===== src/wdog_pkg.sv =====
package wdog_pkg;

   // ----------------------------------------------------------------
   // Register map (byte addresses, one word each)
   // ----------------------------------------------------------------
   localparam logic [3:0] ADDR_CONTROL = 4'h0;
   localparam logic [3:0] ADDR_STATUS = 4'h4;
   localparam logic [3:0] ADDR_IRQ_STATUS = 4'h8;
   localparam logic [3:0] ADDR_IRQ_ENABLE = 4'hC;

   // ----------------------------------------------------------------
   // Fields and reset values
   // ----------------------------------------------------------------
   localparam int ACTIVATE_POS = 7;
   localparam int TOP_POS = 6;
   localparam logic [7:0] CONTROL_RESET = 8'h7F;
   localparam logic [6:0] COUNT_TRIP = 7'h40;

   // Events: bit 0 timeout reset, bit 1 forced software reset
   localparam int EVT_W = 2;

   // ----------------------------------------------------------------
   // Timing
   // ----------------------------------------------------------------
   localparam int CLK_PERIOD_NS = 10;
   localparam int PRESCALE_W = 16;
   localparam int RST_PULSE_NS = 500;
   localparam int RST_PULSE_CYC = RST_PULSE_NS / CLK_PERIOD_NS;
   localparam int WAKE_DELAY_CYC = 514;

   typedef struct packed {
      logic activate;
      logic [6:0] count;
   } control_t;

   typedef enum logic [1:0] {
      ST_RUN = 2'b00,
      ST_HALT = 2'b01,
      ST_WAKE = 2'b10
   } power_state_t;

endpackage


===== src/windowed_countdown_watchdog.sv =====
// The address map and the Wishbone interface to the registers were decided locally.
`timescale 1ns/100ps
`default_nettype none

module windowed_countdown_watchdog
   import wdog_pkg::*;
#(
   parameter int WAKE_CYC = WAKE_DELAY_CYC
) (
   input wire logic clk_i,
   input wire logic rst_i,
   input wire logic hw_variant_i,
   input wire logic wait_mode_i,
   input wire logic halt_mode_i,
   input wire logic ext_wake_i,
   input wire logic [3:0] adr_i,
   input wire logic [31:0] dat_i,
   output logic [31:0] dat_o,
   input wire logic we_i,
   input wire logic [3:0] sel_i,
   input wire logic cyc_i,
   input wire logic stb_i,
   output logic ack_o,
   output logic chip_reset_n_o,
   output logic irq_o
);

   // ----------------------------------------------------------------
   // Input synchronisers
   // ----------------------------------------------------------------
   logic [1:0] hw_sync_q;
   logic [1:0] halt_sync_q;
   logic [1:0] wake_sync_q;

   always_ff @(posedge clk_i) begin
      if (rst_i) begin
         hw_sync_q <= 2'h0;
         halt_sync_q <= 2'h0;
         wake_sync_q <= 2'h0;
      end else begin
         hw_sync_q <= {hw_sync_q[0], hw_variant_i};
         halt_sync_q <= {halt_sync_q[0], halt_mode_i};
         wake_sync_q <= {wake_sync_q[0], ext_wake_i};
      end
   end

   logic hw_variant;
   logic halt_req;
   logic wake_req;
   assign hw_variant = hw_sync_q[1];
   assign halt_req = halt_sync_q[1];
   assign wake_req = wake_sync_q[1];

   // Wait mode deliberately unused: watchdog behaves as in run
   logic unused_wait;
   assign unused_wait = wait_mode_i;

   // ----------------------------------------------------------------
   // Halt and wake sequencing
   // ----------------------------------------------------------------
   power_state_t pwr_q;
   logic [9:0] wake_cnt_q;
   logic running;

   always_ff @(posedge clk_i) begin
      if (rst_i) begin
         pwr_q <= ST_RUN;
         wake_cnt_q <= 10'h000;
      end else begin
         case (pwr_q)
            ST_RUN: begin
               if (halt_req) begin
                  pwr_q <= ST_HALT;
               end
            end
            ST_HALT: begin
               if (wake_req) begin
                  pwr_q <= ST_WAKE;
                  wake_cnt_q <= 10'h000;
               end
            end
            ST_WAKE: begin
               if (wake_cnt_q == 10'(WAKE_CYC - 1)) begin
                  pwr_q <= ST_RUN;
               end else begin
                  wake_cnt_q <= wake_cnt_q + 10'h001;
               end
            end
            default: begin
               pwr_q <= ST_RUN;
            end
         endcase
      end
   end

   assign running = (pwr_q == ST_RUN);

   // ----------------------------------------------------------------
   // Prescaler and countdown
   // ----------------------------------------------------------------
   logic [PRESCALE_W-1:0] pre_q;
   logic tick;

   always_ff @(posedge clk_i) begin
      if (rst_i) begin
         pre_q <= '0;
      end else if (running) begin
         pre_q <= pre_q + 1'b1;
      end
   end

   assign tick = running && (pre_q == {PRESCALE_W{1'b1}});

   // Bus strobes
   logic req;
   logic ack_q;
   logic wr_ctl;
   logic wr_irq_clr;
   logic wr_irq_en;
   assign req = cyc_i && stb_i && !ack_q;
   assign wr_ctl = req && we_i && sel_i[0] && (adr_i == ADDR_CONTROL);
   assign wr_irq_clr = req && we_i && sel_i[0] && (adr_i == ADDR_IRQ_STATUS);
   assign wr_irq_en = req && we_i && sel_i[0] && (adr_i == ADDR_IRQ_ENABLE);

   control_t ctl_q;
   logic active;
   logic trip;
   logic force_rst;

   assign active = hw_variant || ctl_q.activate;

   always_ff @(posedge clk_i) begin
      if (rst_i) begin
         ctl_q <= CONTROL_RESET;
      end else if (wr_ctl) begin
         // Activate bit can only be set, never cleared by software
         ctl_q.activate <= ctl_q.activate | dat_i[ACTIVATE_POS];
         ctl_q.count <= dat_i[TOP_POS:0];
      end else if (tick) begin
         ctl_q.count <= ctl_q.count - 7'h01;
      end
   end

   // Timeout: only decrement from 40h clears the top bit
   assign trip = running && tick && active &&
                 (ctl_q.count == COUNT_TRIP);
   // Forced reset: effective activate with top bit written zero
   assign force_rst = wr_ctl && !dat_i[TOP_POS] &&
                      (hw_variant || ctl_q.activate ||
                       dat_i[ACTIVATE_POS]);

   // ----------------------------------------------------------------
   // Reset pulse
   // ----------------------------------------------------------------
   // Pulse counter survives rst_i so the pin stays low its full width
   logic [7:0] pulse_q = 8'h00;

   always_ff @(posedge clk_i) begin
      if (trip || force_rst) begin
         pulse_q <= 8'(RST_PULSE_CYC);
      end else if (pulse_q != 8'h00) begin
         pulse_q <= pulse_q - 8'h01;
      end
   end

   assign chip_reset_n_o = (pulse_q == 8'h00);

   // Cause flag is kept across rst_i so software sees it afterwards
   logic wd_flag_q = 1'b0;

   always_ff @(posedge clk_i) begin
      if (trip || force_rst) begin
         wd_flag_q <= 1'b1;
      end else if (req && !we_i && (adr_i == ADDR_STATUS)) begin
         wd_flag_q <= 1'b0;
      end
   end

   // ----------------------------------------------------------------
   // Interrupt status
   // ----------------------------------------------------------------
   logic [EVT_W-1:0] irq_stat_q;
   logic [EVT_W-1:0] irq_en_q;
   logic [EVT_W-1:0] evt;
   assign evt = {force_rst, trip};

   always_ff @(posedge clk_i) begin
      if (rst_i) begin
         irq_stat_q <= '0;
      end else begin
         // Set wins over clear
         irq_stat_q <= (irq_stat_q & ~(wr_irq_clr ? dat_i[EVT_W-1:0] :
                       {EVT_W{1'b0}})) | evt;
      end
   end

   always_ff @(posedge clk_i) begin
      if (rst_i) begin
         irq_en_q <= '0;
      end else if (wr_irq_en) begin
         irq_en_q <= dat_i[EVT_W-1:0];
      end
   end

   assign irq_o = |(irq_stat_q & irq_en_q);

   // ----------------------------------------------------------------
   // Wishbone slave, one-cycle ack registered after one wait state
   // ----------------------------------------------------------------
   always_ff @(posedge clk_i) begin
      if (rst_i) begin
         ack_q <= 1'b0;
         dat_o <= 32'h0000_0000;
      end else begin
         ack_q <= cyc_i && stb_i && !ack_q;
         dat_o <= 32'h0000_0000;
         if (req && !we_i) begin
            if (adr_i == ADDR_CONTROL) begin
               dat_o <= {24'h00_0000, ctl_q};
            end else if (adr_i == ADDR_STATUS) begin
               dat_o <= {29'h0, hw_variant, active, wd_flag_q};
            end else if (adr_i == ADDR_IRQ_STATUS) begin
               dat_o <= {30'h0, irq_stat_q};
            end else if (adr_i == ADDR_IRQ_ENABLE) begin
               dat_o <= {30'h0, irq_en_q};
            end else begin
               dat_o <= 32'h0000_0000;
            end
         end
      end
   end

   assign ack_o = ack_q;

   // ----------------------------------------------------------------
   // Check helpers
   // ----------------------------------------------------------------
   // Running cycles since the last tick, independent of the prescaler
   logic [PRESCALE_W:0] gap_q;

   always_ff @(posedge clk_i) begin
      if (rst_i) begin
         gap_q <= '0;
      end else if (tick) begin
         gap_q <= '0;
      end else if (running) begin
         gap_q <= gap_q + 1'b1;
      end
   end

   // ----------------------------------------------------------------
   // Checks
   // ----------------------------------------------------------------
   AST_DECREMENT: assert property (@(posedge clk_i) disable iff (rst_i)
      tick && !wr_ctl |=> ctl_q.count == $past(ctl_q.count) - 7'h01)
      else $error("count did not decrement on tick");
   AST_TRIP: assert property (@(posedge clk_i) disable iff (rst_i)
      running && tick && active && ctl_q.count == 7'h40 && !wr_ctl
      |=> !chip_reset_n_o) else $error("no reset on timeout");
   AST_PULSE: assert property (@(posedge clk_i)
      $rose(pulse_q == 8'(RST_PULSE_CYC)) |-> ##49 !chip_reset_n_o ##1
      chip_reset_n_o) else $error("reset pulse width wrong");
   AST_NO_TRIP_IDLE: assert property (@(posedge clk_i) disable iff (rst_i)
      !active && !wr_ctl |-> !trip) else $error("reset while idle");
   AST_ACT_STICKY: assert property (@(posedge clk_i) disable iff (rst_i)
      ctl_q.activate |=> ctl_q.activate)
      else $error("activate bit cleared");
   AST_FORCE: assert property (@(posedge clk_i) disable iff (rst_i)
      wr_ctl && dat_i[ACTIVATE_POS] && !dat_i[TOP_POS] |=> wd_flag_q &&
      !chip_reset_n_o) else $error("forced reset missing");
   AST_HALT_FREEZE: assert property (@(posedge clk_i) disable iff (rst_i)
      !running && !wr_ctl |=> $stable(ctl_q.count))
      else $error("count moved in halt");
   AST_HW_ACTIVE: assert property (@(posedge clk_i) disable iff (rst_i)
      hw_variant |-> active) else $error("hardware variant inactive");
   AST_RESET_VAL: assert property (@(posedge clk_i)
      rst_i |=> ctl_q == 8'h7F) else $error("bad control reset");

   // ----------------------------------------------------------------
   // Further checks
   // ----------------------------------------------------------------
   AST_TICK_PERIOD: assert property (@(posedge clk_i) disable iff (rst_i)
      tick |-> gap_q == {1'b0, {PRESCALE_W{1'b1}}})
      else $error("tick period wrong");
   AST_TICK_DUE: assert property (@(posedge clk_i) disable iff (rst_i)
      running && gap_q == {1'b0, {PRESCALE_W{1'b1}}} |-> tick)
      else $error("tick missing");
   AST_COUNT_HOLD: assert property (@(posedge clk_i) disable iff (rst_i)
      !tick && !wr_ctl |=> $stable(ctl_q.count))
      else $error("count moved without tick");
   AST_SW_OFF: assert property (@(posedge clk_i) disable iff (rst_i)
      $fell(rst_i) |-> !ctl_q.activate)
      else $error("active after reset");
   AST_PULSE_STEP: assert property (@(posedge clk_i)
      pulse_q != 8'h00 && !trip && !force_rst |=> pulse_q ==
      $past(pulse_q) - 8'h01) else $error("pulse count skipped");
   AST_FORCE_PIN: assert property (@(posedge clk_i) disable iff (rst_i)
      force_rst |=> pulse_q == 8'(RST_PULSE_CYC))
      else $error("forced pulse not loaded");
   AST_TRIP_IRQ: assert property (@(posedge clk_i) disable iff (rst_i)
      trip |=> irq_stat_q[0])
      else $error("timeout status missing");
   AST_FORCE_IRQ: assert property (@(posedge clk_i) disable iff (rst_i)
      force_rst |=> irq_stat_q[1])
      else $error("forced status missing");
   AST_IRQ_HOLD: assert property (@(posedge clk_i) disable iff (rst_i)
      irq_stat_q[0] && !(wr_irq_clr && dat_i[0]) |=> irq_stat_q[0])
      else $error("status bit lost");
   AST_FLAG_KEEP: assert property (@(posedge clk_i)
      wd_flag_q && !(req && !we_i && adr_i == ADDR_STATUS) |=> wd_flag_q)
      else $error("cause flag lost");
   AST_HALT_NO_TRIP: assert property (@(posedge clk_i) disable iff (rst_i)
      !running |-> !trip)
      else $error("timeout while halted");
   AST_WAKE_HOLD: assert property (@(posedge clk_i) disable iff (rst_i)
      pwr_q == ST_WAKE && wake_cnt_q != 10'(WAKE_CYC - 1) |=> !running)
      else $error("wake delay too short");
   AST_WAKE_END: assert property (@(posedge clk_i) disable iff (rst_i)
      pwr_q == ST_WAKE && wake_cnt_q == 10'(WAKE_CYC - 1) |=> running)
      else $error("wake delay too long");
   AST_ACK_ONE: assert property (@(posedge clk_i) disable iff (rst_i)
      ack_o |=> !ack_o)
      else $error("ack longer than one cycle");
   AST_ACK_REQ: assert property (@(posedge clk_i) disable iff (rst_i)
      cyc_i && stb_i && !ack_o |=> ack_o)
      else $error("ack missing");

   COV_TRIP: cover property (@(posedge clk_i) trip);
   COV_FORCE: cover property (@(posedge clk_i) force_rst);
   COV_WAKE: cover property (@(posedge clk_i) pwr_q == ST_WAKE);
   COV_IRQ: cover property (@(posedge clk_i) irq_o);
   COV_HALT: cover property (@(posedge clk_i) pwr_q == ST_HALT);

endmodule // windowed_countdown_watchdog
`default_nettype wire


===== config.mk =====
export PLATFORM = sky130hd
export DESIGN_NAME = windowed_countdown_watchdog
export DESIGN_NICKNAME = d
export VERILOG_FILES = /design/src/wdog_pkg.sv /design/src/windowed_countdown_watchdog.sv
export SDC_FILE = /design/constraint.sdc
export NUM_CORES = 1
export LEC_CHECK = 0
export BUFFER_PORTS_ARGS = -buffer_cell sky130_fd_sc_hd__buf_2
export CELL_PAD_IN_SITES_DETAIL_PLACEMENT = 1
export CELL_PAD_IN_SITES_GLOBAL_PLACEMENT = 1
export CORE_MARGIN = 3
export CORE_UTILIZATION = 38
export CTS_CLUSTER_SIZE = 12
export DETAILED_ROUTE_END_ITERATION = 7
export PLACE_DENSITY_LB_ADDON = 0.1
export SLEW_MARGIN = 5
export SYNTH_ARGS = -nofsm -noshare
export SYNTH_HDL_FRONTEND = slang
export SYNTH_SLANG_ARGS = --single-unit

===== constraint.sdc =====
create_clock -name clk_i -period 2.7 [get_ports clk_i]
set_clock_uncertainty 0.2 [all_clocks]
set_input_delay 0 -clock clk_i [delete_from_list [all_inputs] [get_ports clk_i]]
set_output_delay 0 -clock clk_i [all_outputs]
set_load 0.02 [all_outputs]

## Word level (Yosys, flattened, before mapping)

Cells that the tools add are included.

| operators by class | value |
|---|---|
| $add $sub $neg | 4 |
| eq/ne operators | 12 |
| multiplexer cells | 14 |
| bitwise operators | 6 |
| reduce and logical (&&, ||, !) cells | 32 |

Operators by type and width:

| operator | count |
|---|---|
| $mux W10 | 2 |
| $pmux W10 S2 | 1 |
| $add A16 B1 Y16 const B | 1 |
| $eq A16 B16 Y1 const B | 1 |
| $logic_and A1 B1 Y1 | 15 |
| $mux W7 | 2 |
| $mux W2 | 6 |
| $add A10 B1 Y10 const B | 1 |
| $eq A10 B10 Y1 const B | 1 |
| $eq A4 B4 Y1 const B | 2 |
| $logic_not A8 Y1 | 1 |
| $mux W8 | 1 |
| $ne A2 B2 Y1 const B | 4 |
| $reduce_bool A8 Y1 | 1 |
| $sub A8 B1 Y8 const B | 1 |
| $eq A7 B7 Y1 const B | 1 |
| $sub A7 B1 Y7 const B | 1 |
| $pmux W2 S3 | 1 |
| $reduce_and A3 Y1 | 2 |
| $reduce_or A5 Y1 | 1 |
| $and A2 B2 Y2 | 2 |
| $eq A4 B3 Y1 const B | 1 |
| $logic_not A4 Y1 | 1 |
| $reduce_bool A2 Y1 | 2 |
| 11 further kinds | 16 |

| word-level totals | value |
|---|---|
| flip-flop bits (word level) | 88 |
| input port bits | 49 |
| output and inout port bits | 35 |

## Logic depth before layout (Yosys ltp)

Gate-level depths: netlist (run 1).

| logic depth | value |
|---|---|
| depth in word-level cells | 9 |
| depth in mapped cells | 7 |

## Worst setup path after synthesis (run 1)

No wires, ideal clock.

| path | value |
|---|---|
| path type | flip-flop to flip-flop |
| start | register wake_cnt_q[0] |
| end | register wake_cnt_q[4] |
| setup time | 119 ps |
| data arrival time | 1856 ps |
| data required time | 2381 ps |
| path slack | 525 ps |
| cell stages (with the launch flop) | 7 |
| cell sequence | dfxtp_1 ha_1 or4b_4 o41ai_4 and2_4 or3_2 a21oi_2 |

| on the way | value |
|---|---|
| word-level cells in the longest chain between the ends | 3 |
| elaborated cells between the ends (all ways) | 6 |
| classes of those cells | add/sub (1); eq/ne (2); mux (2); reduce/logical (1) |

RTL lines:

| what | line | text |
|---|---|---|
| start: declaration | windowed_countdown_watchdog.sv:62 | `logic [9:0] wake_cnt_q;` |
| start signal: assignment | windowed_countdown_watchdog.sv:86 | `wake_cnt_q <= wake_cnt_q + 10'h001;` |
| $add A10 B1 Y10 / $eq A10 B10 Y1 (equally long branches) | windowed_countdown_watchdog.sv:86, windowed_countdown_watchdog.sv:83 |  |
| $mux W10 / $ne A2 B2 Y1 (equally long branches) | - |  |
| $pmux W10 S2 / $reduce_and A3 Y1 (equally long branches) | - |  |

Parallel ways exist; a longest one is shown, timed or not. The select of a mux whose other input is x is not followed.
A chain may end at the register's enable or synchronous reset.

## Worst setup path in the final report (run 1)

| path | value |
|---|---|
| start | register ack_q (netlist: ack_o) |
| end | register dat_o[1] |

| on the way | value |
|---|---|
| word-level cells in the longest chain between the ends | 5 |

RTL lines:

| what | line | text |
|---|---|---|
| start: declaration | windowed_countdown_watchdog.sv:116 | `logic ack_q;` |
| start signal: assignment | windowed_countdown_watchdog.sv:215 | `ack_q <= cyc_i && stb_i && !ack_q;` |
| $logic_not A1 Y1 | windowed_countdown_watchdog.sv:120 | `assign req = cyc_i && stb_i && !ack_q;` |
| $logic_and A1 B1 Y1 | windowed_countdown_watchdog.sv:120 |  |
| $logic_and A1 B1 Y1 | windowed_countdown_watchdog.sv:217 | `if (req && !we_i) begin` |
| $not A1 Y1 (no line) | - |  |
| $reduce_or A2 Y1 (no line) | - |  |
| end signal: assignment | windowed_countdown_watchdog.sv:219 | `dat_o <= {24'h00_0000, ctl_q};` |
| end signal: assignment | windowed_countdown_watchdog.sv:221 | `dat_o <= {29'h0, hw_variant, active, wd_flag_q};` |
| end signal: assignment | windowed_countdown_watchdog.sv:223 | `dat_o <= {30'h0, irq_stat_q};` |
| end: declaration | windowed_countdown_watchdog.sv:18 | `output logic [31:0] dat_o,` |

No other way between the ends.

==> results of run 1 <==
[cell type report]
type                            count  area (sq um)  share of cell area [%]
Clock inverter                      3          65.1                    1.76
Clock buffer                       12           155                    4.20
Tap cell                           99           124                    3.35
Sequential cell                    64          1280                    34.7
Multi-Input combinational cell    253          1570                    42.5
Inverter                            8          30.0                   0.813
Timing Repair Buffer               63           468                    12.7
[critical path: stages (launching register included)]
cell	delay, ns
dfxtp_1	0.32
nand4bb_1	0.20
nor2_1	0.32
nand2_1	0.12
dlygate4sd3_1	0.58
a211oi_1	0.16
dlygate4sd3_1	0.56
[power by group]
group          leakage [nW]  internal [mW]  switching [mW]  total (mW)
logic                 0.876          0.149           0.166       0.314
clock network         0.112          0.564           0.352       0.916
registers             0.521           1.02          0.0707        1.09
total                  1.51           1.73           0.589        2.32
[final timing paths]
check / from / to / slack (ns) / depth (start not counted)
worst max-delay path: ack_o / dat_o[1] / 0.19 / 6
worst min-delay path: cyc_i / wd_flag_q / 0.03 / 6
worst max register to register: ack_o / dat_o[1] / 0.19 / 6
worst min register to register: ack_o / ack_o / 0.24 / 1
[kinds of logic after synthesis]
kind of cell,count (synthesis)
buf+inv,42
flops,64
mux,9
fa+ha+maj,7
other cells,1
xor+xnor,29
simple gates,146
compound gates,38
[layer usage]
metal | routed length, um | track usage, % | vias up
met5 | 0 | 0 | -
met4 | 91 | 5.41 | 0
met3 | 311 | 5.29 | 10
met2 | 3220 | 26.5 | 45
met1 | 3100 | 19.9 | 1162
li1 | - | - | 1230
[registers in the layout, summed over array words and instances (netlist names)]
name	count
wake_sync_q	2
irq_en_q	2
ctl_q	8
pwr_q	2
wd_flag_q	1
ack_o	1
pre_q	16
irq_stat_q	2
halt_sync_q	2
dat_o	8
hw_sync_q	2
wake_cnt_q	10
pulse_q	8
[metrics by stage]
stage	hold slack, ns	worst slack, ns
global placement	0.0138	0.337
global route	0.0935	0.0271
detailed placement	0.0182	0.316
CTS	0.00982	0.180
finish	0.0277	0.189
floorplan	-0.0817	0.525
[cells in the final DEF (no fill, tap or decap), types with 5 or more instances in the layout]
cell	count
a21oi_1	20
and2_1	6
and3_1	5
and4_1	5
buf_2	31
clkbuf_8	11
conb_1	24
dfxtp_1	64
dlygate4sd3_1	29
ha_1	7
inv_1	8
mux2i_1	6
nand2_1	19
nand3_1	9
nand4_1	13
nor2_1	49
nor2b_1	6
nor3_1	10
o21ai_0	7
xnor2_1	12
xor2_1	17
[what timing repair did]
item,in CTS,in global routing
hold buffers,29,0
endpoints found under the setup margin,0,0
hold endpoints to repair,40,0
gates resized for setup,0,0
==> summary.txt, run 1 <==
fraction of the mapped netlist area in adder cells = 2.90%
Non-Filler Instances = 502
Tmin final = 2.51 ns
I/O Buffers = 31
Inst Count DP = 458
Post-DRT Antenna Nets = 0
synth top area cells = dfxtp_1 42%, nor2_1 6.1%, buf_4 6.0%
Post-Synth Simple-Gate Area = 26.4%
Die Wd = 95.2 um
top-count cell post-synth = dfxtp_1
fill cell count = 881
Iter 0 DRT Violations = 57
WS Path Type = flip-flop to flip-flop
async set or reset register ratio after synthesis = 0%
count of cell types in the netlist = 49
Power Total = 2.32 mW
run status = completed
fin nets = 455
PD cells = 629 nW/um^2
GP Congestion = 0.749
Max Slew Vio Count = 0
Setup violations, final = 0
crit end category = flip-flop
worst vdd ir = 0.266 mV
Syn Area/Cell = 8.99 sq um
H-tree depth = 3
Clock Root Buffer = clkbuf_8
flop and latch count out of synthesis = 64
initial antenna violation count = 0
leading area contributor after synthesis = dfxtp_1
synthesized area = 3020 sq um
maximum number of pins on one net before global-route repair = 37
TritonCTS clock tree = built
DP HPWL = 4540 um
Final Core Density = 49.3%
# IOs = 84
synth cell count leaders = 64 x dfxtp_1, 49 x nor2_1, 24 x buf_4
yosys synthesis warning count = 0
CTS Sinks = 64
MaxCap Viol Count = 0
first-pass GRT wire length = 11400 um
Max-Slew Margin vs Limit = 56.5%
Leak = 1.51 nW
Critical Path Start Type = flip-flop
Max Buffers Root-to-Sink = 2
vias in the first global route = 2437
Layout area overhead = 22.2%
Compound-Gate Fraction of Synth Area = 7.83%
EDFF count, synth = 0
RSZ-0062 raised after global routing = false
Die Area = 9060 sq um
Total Wirelength = 6730 um
Final Cell Area = 3690 sq um
Critical Path AT = 2.60 ns
dpl cell area = 3180 sq um
GRT Util Overall = 16.1%
Worst-Margin Slew = 0.652 ns
main combinational cell family by area after synthesis = simple AND/OR/NAND/NOR gates
top-area cell type share of the netlist area = 42.4%
mux contribution to synthesized area = 3.48%
Hold Vio Cnt, Final = 0
drt wl/cell = 13.4 um
Final Cycle Share = 93.0%
Initial DRT Pass Iterations = 4
Clock transition at path regs = 0.06 ns
DR vias = 2447
Core ar. = 7490 sq um
row count = 31
clk_lat worst skew = 0.35 ns
sequential fraction of the synthesis area = 42.4%
worst hold path type = primary input to flip-flop
fraction of layout cells with a size suffix above 1 = 15.6%
XOR/XNOR Fraction of Synth Area = 8.41%
drt drc = 0
Die Ht = 95.2 um
Main synth FF type = dfxtp_1
Fmax = 398 MHz
CTS Buf Count = 9
Mapped Cells = 336
total gr overflow = 0
antenna fix cells = 0
postcts setup bufs = 0
total negative slack = 0 ns
Worst Path Required = 2.79 ns
Crit Path Max Fanout = 6
vias per inst = 4.87
initial core utilization = 40.4%
No activity file was read; power rests on OpenSTA's default activity.
==> run 2, diff against run 1 <==
--- a/config.mk
+++ b/config.mk
@@ -5,7 +5,7 @@
 export SDC_FILE = /design/constraint.sdc
 export NUM_CORES = 1
 export LEC_CHECK = 0
-export BUFFER_PORTS_ARGS = -buffer_cell sky130_fd_sc_hd__buf_2
+export BUFFER_PORTS_ARGS = -buffer_cell sky130_fd_sc_hd__buf_4
 export CELL_PAD_IN_SITES_DETAIL_PLACEMENT = 1
 export CELL_PAD_IN_SITES_GLOBAL_PLACEMENT = 1
 export CORE_MARGIN = 3
@@ -17,3 +17,4 @@
 export SYNTH_ARGS = -nofsm -noshare
 export SYNTH_HDL_FRONTEND = slang
 export SYNTH_SLANG_ARGS = --single-unit
+export TNS_END_PERCENT = 100
==> summary.txt, run 2 (synthesis results as in run 1) <==
crit end category = flip-flop
Post-DRT Antenna Nets = 0
total gr overflow = 0
Layout area overhead = 24.7%
run status = completed
crit-path max cell delay = 0.58 ns
setup ws final = 0.139 ns
reg2reg end = ctl_q[7]
commonest non-fill, non-tap cell in the layout = dfxtp_1
worst vdd ir = 0.300 mV
GRT Util Overall = 15.7%
r2r startpoint = ack_o
MaxCap Viol Count = 0
# IOs = 84
CTS Sinks = 64
first-pass GRT wire length = 11100 um
Final Cell Area = 3770 sq um
worst hold path type = primary input to flip-flop
Inst Count DP = 458
antenna fix cells = 0
fraction of layout cells with a size suffix above 1 = 15.6%
hold_sp = adr_i[1]
Core ar. = 7490 sq um
Setup violations, final = 0
Non-Filler Instances = 503
Die Area = 9060 sq um
Hold Vio Cnt, Final = 0
Crit Path Max Fanout = 4
total negative slack = 0 ns
reg2reg setup slack = 0.14 ns
initial antenna violation count = 0
H-tree depth = 3
GP Congestion = 0.742
largest register by flop count = pre_q
Hold Path Stages = 6
Critical Path Start Type = flip-flop
WS Path Type = flip-flop to flip-flop
Max-Slew Margin vs Limit = 62.6%
Max Buffers Root-to-Sink = 2
Hold EP = irq_stat_q[1]
DR vias = 2463
Final Core Density = 50.3%
DP HPWL = 4610 um
dpl cell area = 3260 sq um
I/O Buffers = 31
maximum number of pins on one net before global-route repair = 37
Clock transition at path regs = 0.07 ns
Total Wirelength = 6790 um
Die Wd = 95.2 um
drt wl/cell = 13.5 um
Worst Path Required = 2.77 ns
Tmin final = 2.56 ns
Initial DRT Pass Iterations = 4
TritonCTS clock tree = built
Clock Root Buffer = clkbuf_8
fin nets = 455
worst-path cell chain = nand4bb_1, nor4_1, buf_4, a21oi_1, dlygate4sd3_1, nor2_1, dlygate4sd3_1
initial core utilization = 40.4%
fill cell count = 887
Critical Path AT = 2.63 ns
CTS Buf Count = 9
vias per inst = 4.90
cell mode on critical path = dlygate4sd3_1
Critical-path top delay cell = dlygate4sd3_1
Largest register FFs = 16
clk_lat worst skew = 0.34 ns
vias in the first global route = 2373
RSZ-0062 raised after global routing = false
drt drc = 0
reg2reg path depth = 7
Iter 0 DRT Violations = 61
PD cells = 615 nW/um^2
Final Cycle Share = 94.8%
Fmax = 390 MHz
Leak = 1.52 nW
Place WS = 0.316 ns
Max Slew Vio Count = 0
row count = 31
Worst-Margin Slew = 0.560 ns
Top Registers = pre_q x16, wake_cnt_q x10
Die Ht = 95.2 um
commonest cells after routing, fill and taps aside = 64 x dfxtp_1, 48 x nor2_1, 34 x buf_4, 29 x dlygate4sd3_1, 24 x conb_1
## run 2: changes by cell type in the layout (fill, tap and decap cells not counted)
cell	delta
buf_2	-31
buf_4	+31
clkbuf_1	+2
clkbuf_8	-1
nor2_1	-1
nor2_2	+1
## run 2: worst max-delay path by stage
| stage | from | endpoint | slack, ns | cells after the start |
|---|---|---|---|---|
| 5_1_grt | ack_o | ctl_q[7] | 0.01 | 7 |
| 4_1_cts | ack_o | dat_o[1] | 0.19 | 6 |
| 3_5_place_dp | wake_cnt_q[0] | wake_cnt_q[7] | 0.32 | 6 |
| 2_1_floorplan | wake_cnt_q[0] | wake_cnt_q[4] | 0.53 | 6 |
| 3_3_place_gp | wake_cnt_q[0] | wake_cnt_q[4] | 0.35 | 6 |
| 6_report | ack_o | ctl_q[7] | 0.14 | 7 |
## run 2: per-layer routing
metal	global-route usage (%)	up-vias	part of all wire, %
li1	-	1236	-
met1	19.3	1175	47
met2	26.1	44	48
met3	4.66	8	4.5
met4	5.05	0	1.0
met5	0	-	0
## run 2: layout make-up
type                       count  area, sq um  share of cell area, %
multi-input combinational    253         1570                   41.7
sequential                    64         1280                   34.0
timing repair buffer          63          546                   14.5
clock buffer                  13          149                   3.95
tap                           99          124                   3.29
clock inverter                 3         65.1                   1.73
inverter                       8         30.0                  0.797
## run 2: power breakdown
| group | switching, mW | internal, mW |
|---|---|---|
| clock | 0.357 | 0.545 |
| combinational | 0.167 | 0.158 |
| sequential | 0.0684 | 1.02 |
## run 2: critical path, delay by kind of cell, from the launching register on
| kind | cells | cell delay (ns) |
|---|---|---|
| and+or+nand+nor | 3 | 0.56 |
| AOI/OAI and AO/OA | 1 | 0.07 |
| DFF | 1 | 0.32 |
| buffers and inverters | 3 | 1.33 |
## run 2: stage by stage
step,hold WS (ns),total power [mW]
after floorplan,-0.0817,1.36
after global placement,0.0157,1.40
after detailed placement,0.0204,1.41
after CTS,0.111,2.35
after global routing,0.196,2.44
final,0.159,2.32
## run 2: repair_timing
| item | in CTS | in global routing |
|---|---|---|
| hold buffers | 29 | 0 |
| gates resized for setup | 0 | 1 |
| setup endpoints to repair | 0 | 1 |
| hold endpoints to repair | 50 | 0 |
| setup buffers | 0 | 0 |
